--- config.mk ---
export PLATFORM = sky130hd
export DESIGN_NAME = lvpecl_channel_divider
export DESIGN_NICKNAME = d
export VERILOG_FILES = /design/src/chan_divider.v /design/src/lvpecl_channel_divider.v /design/src/sync_2ff.v
export VERILOG_INCLUDE_DIRS = /design/src
export SDC_FILE = /design/constraint.sdc
export NUM_CORES = 1
export LEC_CHECK = 0
export BUFFER_PORTS_ARGS = -buffer_cell sky130_fd_sc_hd__buf_4
export CAP_MARGIN = 30
export CELL_PAD_IN_SITES_DETAIL_PLACEMENT = 0
export CELL_PAD_IN_SITES_GLOBAL_PLACEMENT = 1
export CORE_MARGIN = 2
export CORE_UTILIZATION = 40
export DETAILED_ROUTE_END_ITERATION = 8
export PLACE_DENSITY_LB_ADDON = 0.1
export SLEW_MARGIN = 20
export SYNTH_ARGS = -nofsm -noshare
export SYNTH_HDL_FRONTEND = slang
export SYNTH_SLANG_ARGS = --single-unit
--- constraint.sdc ---
create_clock -name CLOCK -period 2.8 [get_ports CLOCK]
set_input_delay 0.14 -clock CLOCK [delete_from_list [all_inputs] [get_ports CLOCK]]
set_output_delay 0.14 -clock CLOCK [all_outputs]
set_load 0.01 [all_outputs]
--- src/chdiv_regs.vh ---
`ifndef CHDIV_REGS_VH
`define CHDIV_REGS_VH
`define IDX_DIV0_COUNTS  12'h190
`define IDX_DIV0_CONTROL 12'h191
`define IDX_DIV0_PATH    12'h192
`define IDX_DIV1_COUNTS  12'h193
`define IDX_DIV1_CONTROL 12'h194
`define IDX_PATH_SELECT  12'h1E1
`define RST_DIV0_COUNTS  8'h00
`define RST_DIV0_CONTROL 8'h80
`define RST_DIV0_PATH    8'h00
`define RST_DIV1_COUNTS  8'hBB
`define RST_DIV1_CONTROL 8'h00
`define RST_PATH_SELECT  8'h00
`define BIT_BYPASS       7
`define BIT_NOSYNC       6
`define BIT_FORCE        5
`define BIT_START        4
`define BIT_DIRECT       1
`define BIT_DCC_DISABLE  0
`define SEL_VCO          2'h2
`define SEL_CLK          2'h0
`endif

--- src/chan_divider.v ---
`timescale 1ns/10ps
`include "chdiv_regs.vh"
module chan_divider (
   // Clock and reset.
   input  wire       CLOCK,
   input  wire       RST,
   // Settings and control.
   input  wire [7:0] counts,
   input  wire [7:0] control,
   input  wire       dcc_disable,
   input  wire       sync_pulse,
   input  wire       div_in,
   // Output.
   output wire       div_out
);
   localparam ST_PHASE = 2'b01;
   localparam ST_RUN   = 2'b10;
   reg [1:0] state_reg;
   reg [3:0] cnt_reg;
   reg       lvl_reg;
   reg       fall_reg;
   wire      bypass  = control[`BIT_BYPASS];
   wire      nosync  = control[`BIT_NOSYNC];
   wire      start_hi = control[`BIT_START];
   wire [3:0] lim = lvl_reg ? counts[3:0] : counts[7:4];
   wire      dcc_out;
   always @(posedge CLOCK) begin
      if (RST || bypass) begin
         state_reg <= ST_RUN;
         cnt_reg   <= 4'h0;
         lvl_reg   <= 1'b0;
      end else if (sync_pulse && !nosync) begin
         state_reg <= ST_PHASE;
         cnt_reg   <= 4'h0;
         lvl_reg   <= start_hi;
      end else begin
         case (state_reg)
            ST_PHASE: begin
               if (cnt_reg >= control[3:0]) begin
                  state_reg <= ST_RUN;
                  cnt_reg   <= 4'h0;
               end else begin
                  cnt_reg <= cnt_reg + 4'h1;
               end
            end
            ST_RUN: begin
               if (cnt_reg >= lim) begin
                  cnt_reg <= 4'h0;
                  lvl_reg <= ~lvl_reg;
               end else begin
                  cnt_reg <= cnt_reg + 4'h1;
               end
            end
            default: begin
               state_reg <= ST_RUN;
               cnt_reg   <= 4'h0;
            end
         endcase
      end
   end
   // Duty correction: with unequal halves the high phase starts half late.
   always @(negedge CLOCK) begin
      if (RST) begin
         fall_reg <= 1'b0;
      end else begin
         fall_reg <= lvl_reg;
      end
   end
   assign dcc_out = (!dcc_disable && (counts[3:0] != counts[7:4])) ?
                    (lvl_reg & fall_reg) : lvl_reg;
   assign div_out = bypass ? div_in :
                    nosync ? control[`BIT_FORCE] : dcc_out;
endmodule // chan_divider

--- src/lvpecl_channel_divider.v ---
`timescale 1ns/10ps
`include "chdiv_regs.vh"
module lvpecl_channel_divider (
   // Clock and reset.
   input  wire        CLOCK,
   input  wire        RST,
   // APB slave.
   input  wire        PSEL,
   input  wire        PENABLE,
   input  wire        PWRITE,
   input  wire [13:0] PADDR,
   input  wire [31:0] PWDATA,
   output reg  [31:0] PRDATA,
   output wire        PREADY,
   output wire        PSLVERR,
   // Clock sources and chip sync.
   input  wire        DIV_IN,
   input  wire        VCO_IN,
   input  wire        CLK_IN,
   input  wire        SYNC_N,
   // Outputs.
   output wire        FIRST_PAIR_POS_OUTPUT,
   output wire        FIRST_PAIR_NEG_OUTPUT,
   output wire        DIV1_OUT
);
   // Register storage.
   reg  [7:0]  div0_counts_reg;
   reg  [7:0]  div0_control_reg;
   reg  [7:0]  div0_path_reg;
   reg  [7:0]  div1_counts_reg;
   reg  [7:0]  div1_control_reg;
   reg  [7:0]  path_select_reg;

   // Next values of the registers.
   reg  [7:0]  div0_counts_next;
   reg  [7:0]  div0_control_next;
   reg  [7:0]  div0_path_next;
   reg  [7:0]  div1_counts_next;
   reg  [7:0]  div1_control_next;
   reg  [7:0]  path_select_next;

   // Read path and chip sync state.
   reg  [7:0]  rd_byte;
   reg  [31:0] rdata_next;
   reg         sync_d_reg;
   reg         pair_reg;

   // Bus decode.
   wire [11:0] idx;
   wire        setup_phase;
   wire        access_phase;
   wire        wr;
   wire        sel_div0_counts;
   wire        sel_div0_control;
   wire        sel_div0_path;
   wire        sel_div1_counts;
   wire        sel_div1_control;
   wire        sel_path_select;
   wire        hit;

   // Divider wiring.
   wire        sync_lvl;
   wire        sync_pulse;
   wire [15:0] div_counts;
   wire [15:0] div_control;
   wire [1:0]  div_dcc_disable;
   wire [1:0]  div_out;
   wire        div0_out;
   wire        dir_out;

   // Each register takes one word; the index is the word address.
   assign idx          = PADDR[13:2];
   assign setup_phase  = PSEL && !PENABLE;
   assign access_phase = PSEL && PENABLE;
   assign wr           = access_phase && PWRITE;

   assign sel_div0_counts  = (idx == `IDX_DIV0_COUNTS);
   assign sel_div0_control = (idx == `IDX_DIV0_CONTROL);
   assign sel_div0_path    = (idx == `IDX_DIV0_PATH);
   assign sel_div1_counts  = (idx == `IDX_DIV1_COUNTS);
   assign sel_div1_control = (idx == `IDX_DIV1_CONTROL);
   assign sel_path_select  = (idx == `IDX_PATH_SELECT);

   assign hit = sel_div0_counts || sel_div0_control || sel_div0_path ||
                sel_div1_counts || sel_div1_control || sel_path_select;

   // Zero-wait slave; an unmapped word answers with an error.
   assign PREADY  = 1'b1;
   assign PSLVERR = access_phase && !hit;

   // A write lands only at the edge that ends the access phase.
   always @* begin
      if (wr && sel_div0_counts) begin
         div0_counts_next = PWDATA[7:0];
      end else begin
         div0_counts_next = div0_counts_reg;
      end
   end

   always @* begin
      if (wr && sel_div0_control) begin
         div0_control_next = PWDATA[7:0];
      end else begin
         div0_control_next = div0_control_reg;
      end
   end

   // Only the direct and correction bits exist in the path register.
   always @* begin
      if (wr && sel_div0_path) begin
         div0_path_next = PWDATA[7:0] & 8'h03;
      end else begin
         div0_path_next = div0_path_reg;
      end
   end

   always @* begin
      if (wr && sel_div1_counts) begin
         div1_counts_next = PWDATA[7:0];
      end else begin
         div1_counts_next = div1_counts_reg;
      end
   end

   always @* begin
      if (wr && sel_div1_control) begin
         div1_control_next = PWDATA[7:0];
      end else begin
         div1_control_next = div1_control_reg;
      end
   end

   always @* begin
      if (wr && sel_path_select) begin
         path_select_next = PWDATA[7:0] & 8'h03;
      end else begin
         path_select_next = path_select_reg;
      end
   end

   // Register update.
   always @(posedge CLOCK) begin
      if (RST) begin
         div0_counts_reg <= `RST_DIV0_COUNTS;
      end else begin
         div0_counts_reg <= div0_counts_next;
      end
   end

   always @(posedge CLOCK) begin
      if (RST) begin
         div0_control_reg <= `RST_DIV0_CONTROL;
      end else begin
         div0_control_reg <= div0_control_next;
      end
   end

   always @(posedge CLOCK) begin
      if (RST) begin
         div0_path_reg <= `RST_DIV0_PATH;
      end else begin
         div0_path_reg <= div0_path_next;
      end
   end

   always @(posedge CLOCK) begin
      if (RST) begin
         div1_counts_reg <= `RST_DIV1_COUNTS;
      end else begin
         div1_counts_reg <= div1_counts_next;
      end
   end

   always @(posedge CLOCK) begin
      if (RST) begin
         div1_control_reg <= `RST_DIV1_CONTROL;
      end else begin
         div1_control_reg <= div1_control_next;
      end
   end

   always @(posedge CLOCK) begin
      if (RST) begin
         path_select_reg <= `RST_PATH_SELECT;
      end else begin
         path_select_reg <= path_select_next;
      end
   end

   // Read byte select.
   always @* begin
      case (idx)
         `IDX_DIV0_COUNTS:  rd_byte = div0_counts_reg;
         `IDX_DIV0_CONTROL: rd_byte = div0_control_reg;
         `IDX_DIV0_PATH:    rd_byte = div0_path_reg;
         `IDX_DIV1_COUNTS:  rd_byte = div1_counts_reg;
         `IDX_DIV1_CONTROL: rd_byte = div1_control_reg;
         `IDX_PATH_SELECT:  rd_byte = path_select_reg;
         default:           rd_byte = 8'h00;
      endcase
   end

   // Read data is taken in the setup cycle, so it stands in the access phase.
   always @* begin
      if (setup_phase) begin
         rdata_next = {24'h000000, rd_byte};
      end else begin
         rdata_next = PRDATA;
      end
   end

   always @(posedge CLOCK) begin
      if (RST) begin
         PRDATA <= 32'h00000000;
      end else begin
         PRDATA <= rdata_next;
      end
   end

   // Chip sync is active low from a pin; an event is its asserting edge.
   sync_2ff u_sync (
      .CLOCK (CLOCK),
      .RST   (RST),
      .d_in  (~SYNC_N),
      .q_out (sync_lvl)
   );

   always @(posedge CLOCK) begin
      if (RST) begin
         sync_d_reg <= 1'b0;
      end else begin
         sync_d_reg <= sync_lvl;
      end
   end

   assign sync_pulse = sync_lvl && !sync_d_reg;

   // Divider settings, one byte per divider.
   assign div_counts  = {div1_counts_reg, div0_counts_reg};
   assign div_control = {div1_control_reg, div0_control_reg};

   // Only the first divider has a correction-disable bit.
   assign div_dcc_disable = {1'b0, div0_path_reg[`BIT_DCC_DISABLE]};

   genvar g;
   generate
      for (g = 0; g < 2; g = g + 1) begin : g_div
         chan_divider u_div (
            .CLOCK       (CLOCK),
            .RST         (RST),
            .counts      (div_counts[8*g+7:8*g]),
            .control     (div_control[8*g+7:8*g]),
            .dcc_disable (div_dcc_disable[g]),
            .sync_pulse  (sync_pulse),
            .div_in      (DIV_IN),
            .div_out     (div_out[g])
         );
      end
   endgenerate

   assign div0_out = div_out[0];
   assign DIV1_OUT = div_out[1];

   // Pair source; 01b and 11b keep the divider path.
   assign dir_out = (path_select_reg[1:0] == `SEL_VCO) ? VCO_IN :
                    (path_select_reg[1:0] == `SEL_CLK) ? CLK_IN : div0_out;

   always @* begin
      if (div0_path_reg[`BIT_DIRECT]) begin
         pair_reg = dir_out;
      end else begin
         pair_reg = div0_out;
      end
   end

   // The pair is driven as true and complement.
   assign FIRST_PAIR_POS_OUTPUT = pair_reg;
   assign FIRST_PAIR_NEG_OUTPUT = ~pair_reg;
endmodule // lvpecl_channel_divider

--- src/sync_2ff.v ---
`timescale 1ns/10ps
module sync_2ff (
   // Clock and reset.
   input  wire CLOCK,
   input  wire RST,
   // Data.
   input  wire d_in,
   output wire q_out
);
   reg stage1_reg;
   reg stage2_reg;
   always @(posedge CLOCK) begin
      if (RST) begin
         stage1_reg <= 1'b0;
         stage2_reg <= 1'b0;
      end else begin
         stage1_reg <= d_in;
         stage2_reg <= stage1_reg;
      end
   end
   assign q_out = stage2_reg;
endmodule // sync_2ff

Yosys cells after proc, flatten, opt, wreduce, memory -nomap -nowiden

Cells that the tools add are included.

Add/subtract/negate cells: 2
Order comparisons: 4
Equality and inequality tests: 17
Muxes and demuxes: 30
Bitwise logic cells: 6
Reductions and logical operators: 38

Operator list:

| cell                                                  | count |
|---|---|
| == test 12 x 9 -> 1 bit, second input constant        | 6 |
| case mux 8 bit (6 select lines)                       | 1 |
| 2-to-1 mux 4 bit                                      | 6 |
| greater-or-equal comparator 4 bit                     | 4 |
| case mux 4 bit (2 select lines)                       | 2 |
| 2-to-1 mux 1 bit                                      | 15 |
| logical AND 1 bit                                     | 14 |
| adder 4 x 1 -> 4 bit, second input constant           | 2 |
| 2-to-1 mux 2 bit                                      | 4 |
| inequality test 4 bit                                 | 2 |
| case mux 2 bit (2 select lines)                       | 2 |
| AND reduction 2 bit                                   | 4 |
| nonzero test 2 bit                                    | 4 |
| logical OR 1 bit                                      | 7 |
| == test 2 bit, second input constant                  | 3 |
| logical NOT 1 bit                                     | 6 |
| inequality test 3 x 1 -> 1 bit, second input constant | 2 |
| == test 2 x 1 -> 1 bit, second input constant         | 2 |
| inequality test 2 x 1 -> 1 bit, second input constant | 2 |
| NOT 1 bit                                             | 4 |
| OR reduction 2 bit                                    | 2 |
| AND 1 bit                                             | 2 |
| logical NOT 2 bit                                     | 1 |

Register bits after elaboration: 63
Bits of input ports: 55
Output and inout bits: 37
Word-level logic and storage cells: 115

Logic depth before layout (Yosys ltp)

Depth after elaboration: 9
Mapped depth: 7
Gate-level depth less buffers: 6

Modules after synthesis

A second synthesis with hierarchy kept.

Cell total of the unflattened synthesis: 419
Area, all modules: 3713.6 um2

Modules (own cells, without submodules):

| module                 | times used | cells each | area each (um2) | sequential area each (um2) |
|---|---|---|---|---|
| lvpecl_channel_divider | 1          | 261        | 2334.7          | 900.9 |
| chan_divider           | 2          | 77         | 663.1           | 160.2 |
| sync_2ff               | 1          | 4          | 52.6            | 40.0 |

==> metrics.md <==
| Metric | Value |
|---|---|
| Result of the run | finished with violations |
| Violations in the final reports | negative setup slack |
| Remaining routing DRC violations | 0 |
| FFs w/ async S/R, synth | 0 |
| Root cell of the clock tree | sky130_fd_sc_hd__clkbuf_8 |
| Chip height | 102 µm |
| Largest net degree at the start of global routing | 47 |
| Mean instance size in the synthesized netlist | 8.73 µm² |
| Routed wire per std cell | 16.9 µm |
| Critical path arrival | 2.72 ns |
| Number of placement rows | 35 |
| Sequential share of the synthesized area | 0.330 |
| Clock slew seen by the registers of the worst setup and hold paths | 0.07 ns |
| Total length of routed wires | 10.1 mm |
| Critical path launch point | g_div[0].u_div.fall_reg$_SDFF_NP0_ |
| Post-Place Setup Slack | 0.286 ns |
| Cell types with the largest area share after synthesis | sky130_fd_sc_hd__dfxtp_1 33%, sky130_fd_sc_hd__ha_1 7.2%, sky130_fd_sc_hd__o21ai_0 5.2% |
| NumNets Final | 544 |
| Most numerous cell in the Yosys netlist | sky130_fd_sc_hd__dfxtp_1 |
| Number of synthesis warnings | 0 |
| Number of placed instances, taps included | 583 |
| Worst Path Max Fanout | 2 |
| Number of unique standard cell types used by synthesis | 57 |
| Port-buffer cells | 40 |
| Antenna violations before repair | 0 |
| Min setup slack post-route | -0.0554 ns |
| Max Buffers Root-to-Sink | 2 |
| Wire length of the first global-routing pass | 16.3 mm |
| Detail-routed via count per cell | 5.46 |
| Data required time at the worst endpoint | 2.66 ns |
| Die ar. | 10400 µm² |
| Yosys reg bits | 63 |
| Overall die width | 102 µm |
| TritonCTS clock tree | done |
| Post-CTS repair timing setup buffer count | 0 |
| Worst Path Class, Setup | register to primary output |
| Proportion of total power due to net switching | 0.254 |
| CP max stage cell | sky130_fd_sc_hd__o311a_1 |
| Endpoint class of the critical path | primary output |
| Detailed placer's ending HPWL | 7.50 mm |
| Share of the synthesized area in the top cell type | 0.330 |
| Smallest hold slack | 0.0532 ns |
| Core footprint | 9240 µm² |
| Final setup violation count | 2 |
| Number of sinks on the clock net | 63 |
| Clock group share of total power | 0.422 |
| Synth cell count leaders | 63 x sky130_fd_sc_hd__dfxtp_1, 40 x sky130_fd_sc_hd__o21ai_0, 32 x sky130_fd_sc_hd__a21oi_1 |
| CP cell instances | o311a_1, o21a_1, buf_6 |
| Class of the most critical hold timing path | primary input to register |
| Net switching power of the design | 0.480 mW |
| Max_cap viols | 0 |
| Post-synth EDFFs | 0 |
| H-tree depth | 3 |
| Comb power frac | 0.094 |
| Area overhead of the layout relative to synthesis | 12.5% |
| Stage delay of the slowest cell on the critical path | 0.32 ns |
| Leakage | 1.61 nW |
| Via count of the first global-routing pass | 3155 |
| Start point of the worst min-delay path | RST |
| Synthesized netlist cell count | 438 |
| Setup repair after global routing missed its margin | yes |
| Maximum clock skew at final layout | 0.0480 ns |
| Internal portion of total power | 1.41 mW |
| Layout cells sized above 1 | 0.167 |
| Post-synthesis cell type with the largest combined area | sky130_fd_sc_hd__dfxtp_1 |
| Vias after detailed routing | 3279 |
| Area of the mapped netlist | 3820 µm² |
| Congestion Overflow GR | 0 |
| Overall track demand over capacity in global routing | 0.207 |
| Seq pwr share | 0.483 |
| Clock buffer count from CTS | 9 |
| Remaining number of nets flagged by the antenna check after routing | 0 |
| Power Density | 440 nW/µm² |
| RD Place Congestion | 0.881 |
| Accumulated negative setup slack | -0.0732 ns |
| Number of failing hold endpoints at the final stage | 0 |
| Number of non-filler instances in the completed layout | 601 |
| Number of iterations in the first detailed-routing pass | 4 |
| Startpoint types | register |
| Final Slew Violations | 0 |
| N_diodes | 0 |
| VDD IR-drop max | 0.238 mV |
| 1st-iter DRT viols | 120 |
| Number of ports placed on the die boundary | 92 |
| Worst-Skew Late Latency | 0.38 ns |
| Worst reg2reg startpoint | g_div[1].u_div.lvl_reg$_SDFFE_PP0P_ |
| Starting density of the core | 0.414 |
| Prevailing post-synth register cell | sky130_fd_sc_hd__dfxtp_1 |
-- what timing repair did --
action	4_1_cts	5_1_grt
hold buffers	1	0
endpoints found under the setup margin	3	3
resized for setup	4	1
gates cloned	0	0
endpoints found under the hold margin	1	0
pin swaps	3	0
-- cells in the final DEF, fill, tap and decap left out, types with 4 or more instances in the layout --
cell,instances
sky130_fd_sc_hd__nor2b_1,8
sky130_fd_sc_hd__nand2b_1,5
sky130_fd_sc_hd__o21ai_1,8
sky130_fd_sc_hd__ha_1,22
sky130_fd_sc_hd__xor2_1,6
sky130_fd_sc_hd__clkbuf_8,10
sky130_fd_sc_hd__a22oi_1,5
sky130_fd_sc_hd__o2bb2ai_1,5
sky130_fd_sc_hd__a211oi_1,9
sky130_fd_sc_hd__nand2_1,9
sky130_fd_sc_hd__a21oi_1,32
sky130_fd_sc_hd__mux2i_1,18
sky130_fd_sc_hd__xnor2_1,6
sky130_fd_sc_hd__nand3_1,26
sky130_fd_sc_hd__inv_1,20
sky130_fd_sc_hd__and2_1,4
sky130_fd_sc_hd__nand4_1,12
sky130_fd_sc_hd__nand3b_1,6
sky130_fd_sc_hd__o31ai_1,6
sky130_fd_sc_hd__o21ai_0,38
sky130_fd_sc_hd__and3_1,4
sky130_fd_sc_hd__dfxtp_1,62
sky130_fd_sc_hd__nor2_1,24
sky130_fd_sc_hd__buf_4,44
sky130_fd_sc_hd__conb_1,25
-- critical path: cells and delay by family (launching register included) --
kind | cells | cell delay [ns]
buf+inv | 1 | 0.12
compound gates | 2 | 0.51
flops | 1 | 0.31
-- kinds of logic after synthesis --
logic type | share of synthesized area
flops | 0.330
mux | 0.0648
other cells | 0.00196
compound gates | 0.213
simple gates | 0.188
buf+inv | 0.102
xor+xnor | 0.0275
fa+ha+maj | 0.0720
-- worst paths after layout --
kind,slack (ns),endpoint,cells after the start
setup / recovery,-0.06,FIRST_PAIR_POS_OUTPUT,3
hold / removal,0.05,u_sync.stage1_reg$_SDFF_PP0_,2
setup reg to reg,0.43,g_div[1].u_div.cnt_reg[0]$_SDFF_PP0_,6
hold reg to reg,0.45,PRDATA[5]$_SDFFE_PP0P_,2
-- power groups by stage --
stage | combinational, mW | clock (mW) | sequential, mW
6_report | 0.178 | 0.799 | 0.915
5_1_grt | 0.197 | 0.863 | 0.915
4_1_cts | 0.178 | 0.820 | 0.914
3_5_place_dp | 0.176 | 0.00671 | 0.935
3_3_place_gp | 0.174 | 0.00671 | 0.935
2_1_floorplan | 0.130 | 0.00671 | 0.932
-- final cells by class --
class                           count  area [µm²]
Clock buffer                       12         145
Clock inverter                      6        51.3
Inverter                           18        67.6
Tap cell                          129         161
Fill cell                         923        4940
Multi-Input combinational cell    327        2260
Timing Repair Buffer               46         352
Sequential cell                    63        1260
-- metal layers --
layer / part of all wire / vias up / GRT usage
met5: 0 / - / 0
met4: 0.027 / 0 / 0.0894
met3: 0.037 / 17 / 0.0324
met2: 0.46 / 83 / 0.322
met1: 0.48 / 1573 / 0.283
li1: - / 1606 / -
-- per-stage QoR --
stage | total power [mW] | instance area, µm² | utilization
after floorplan | 1.07 | 3910 | -
after global placement | 1.12 | 4090 | 0.442
after detailed placement | 1.12 | 4090 | 0.442
after CTS | 1.91 | 4300 | 0.465
after global routing | 1.98 | 4300 | 0.465
final | 1.89 | 4300 | 0.465
No activity file was read; power rests on OpenSTA's default activity.
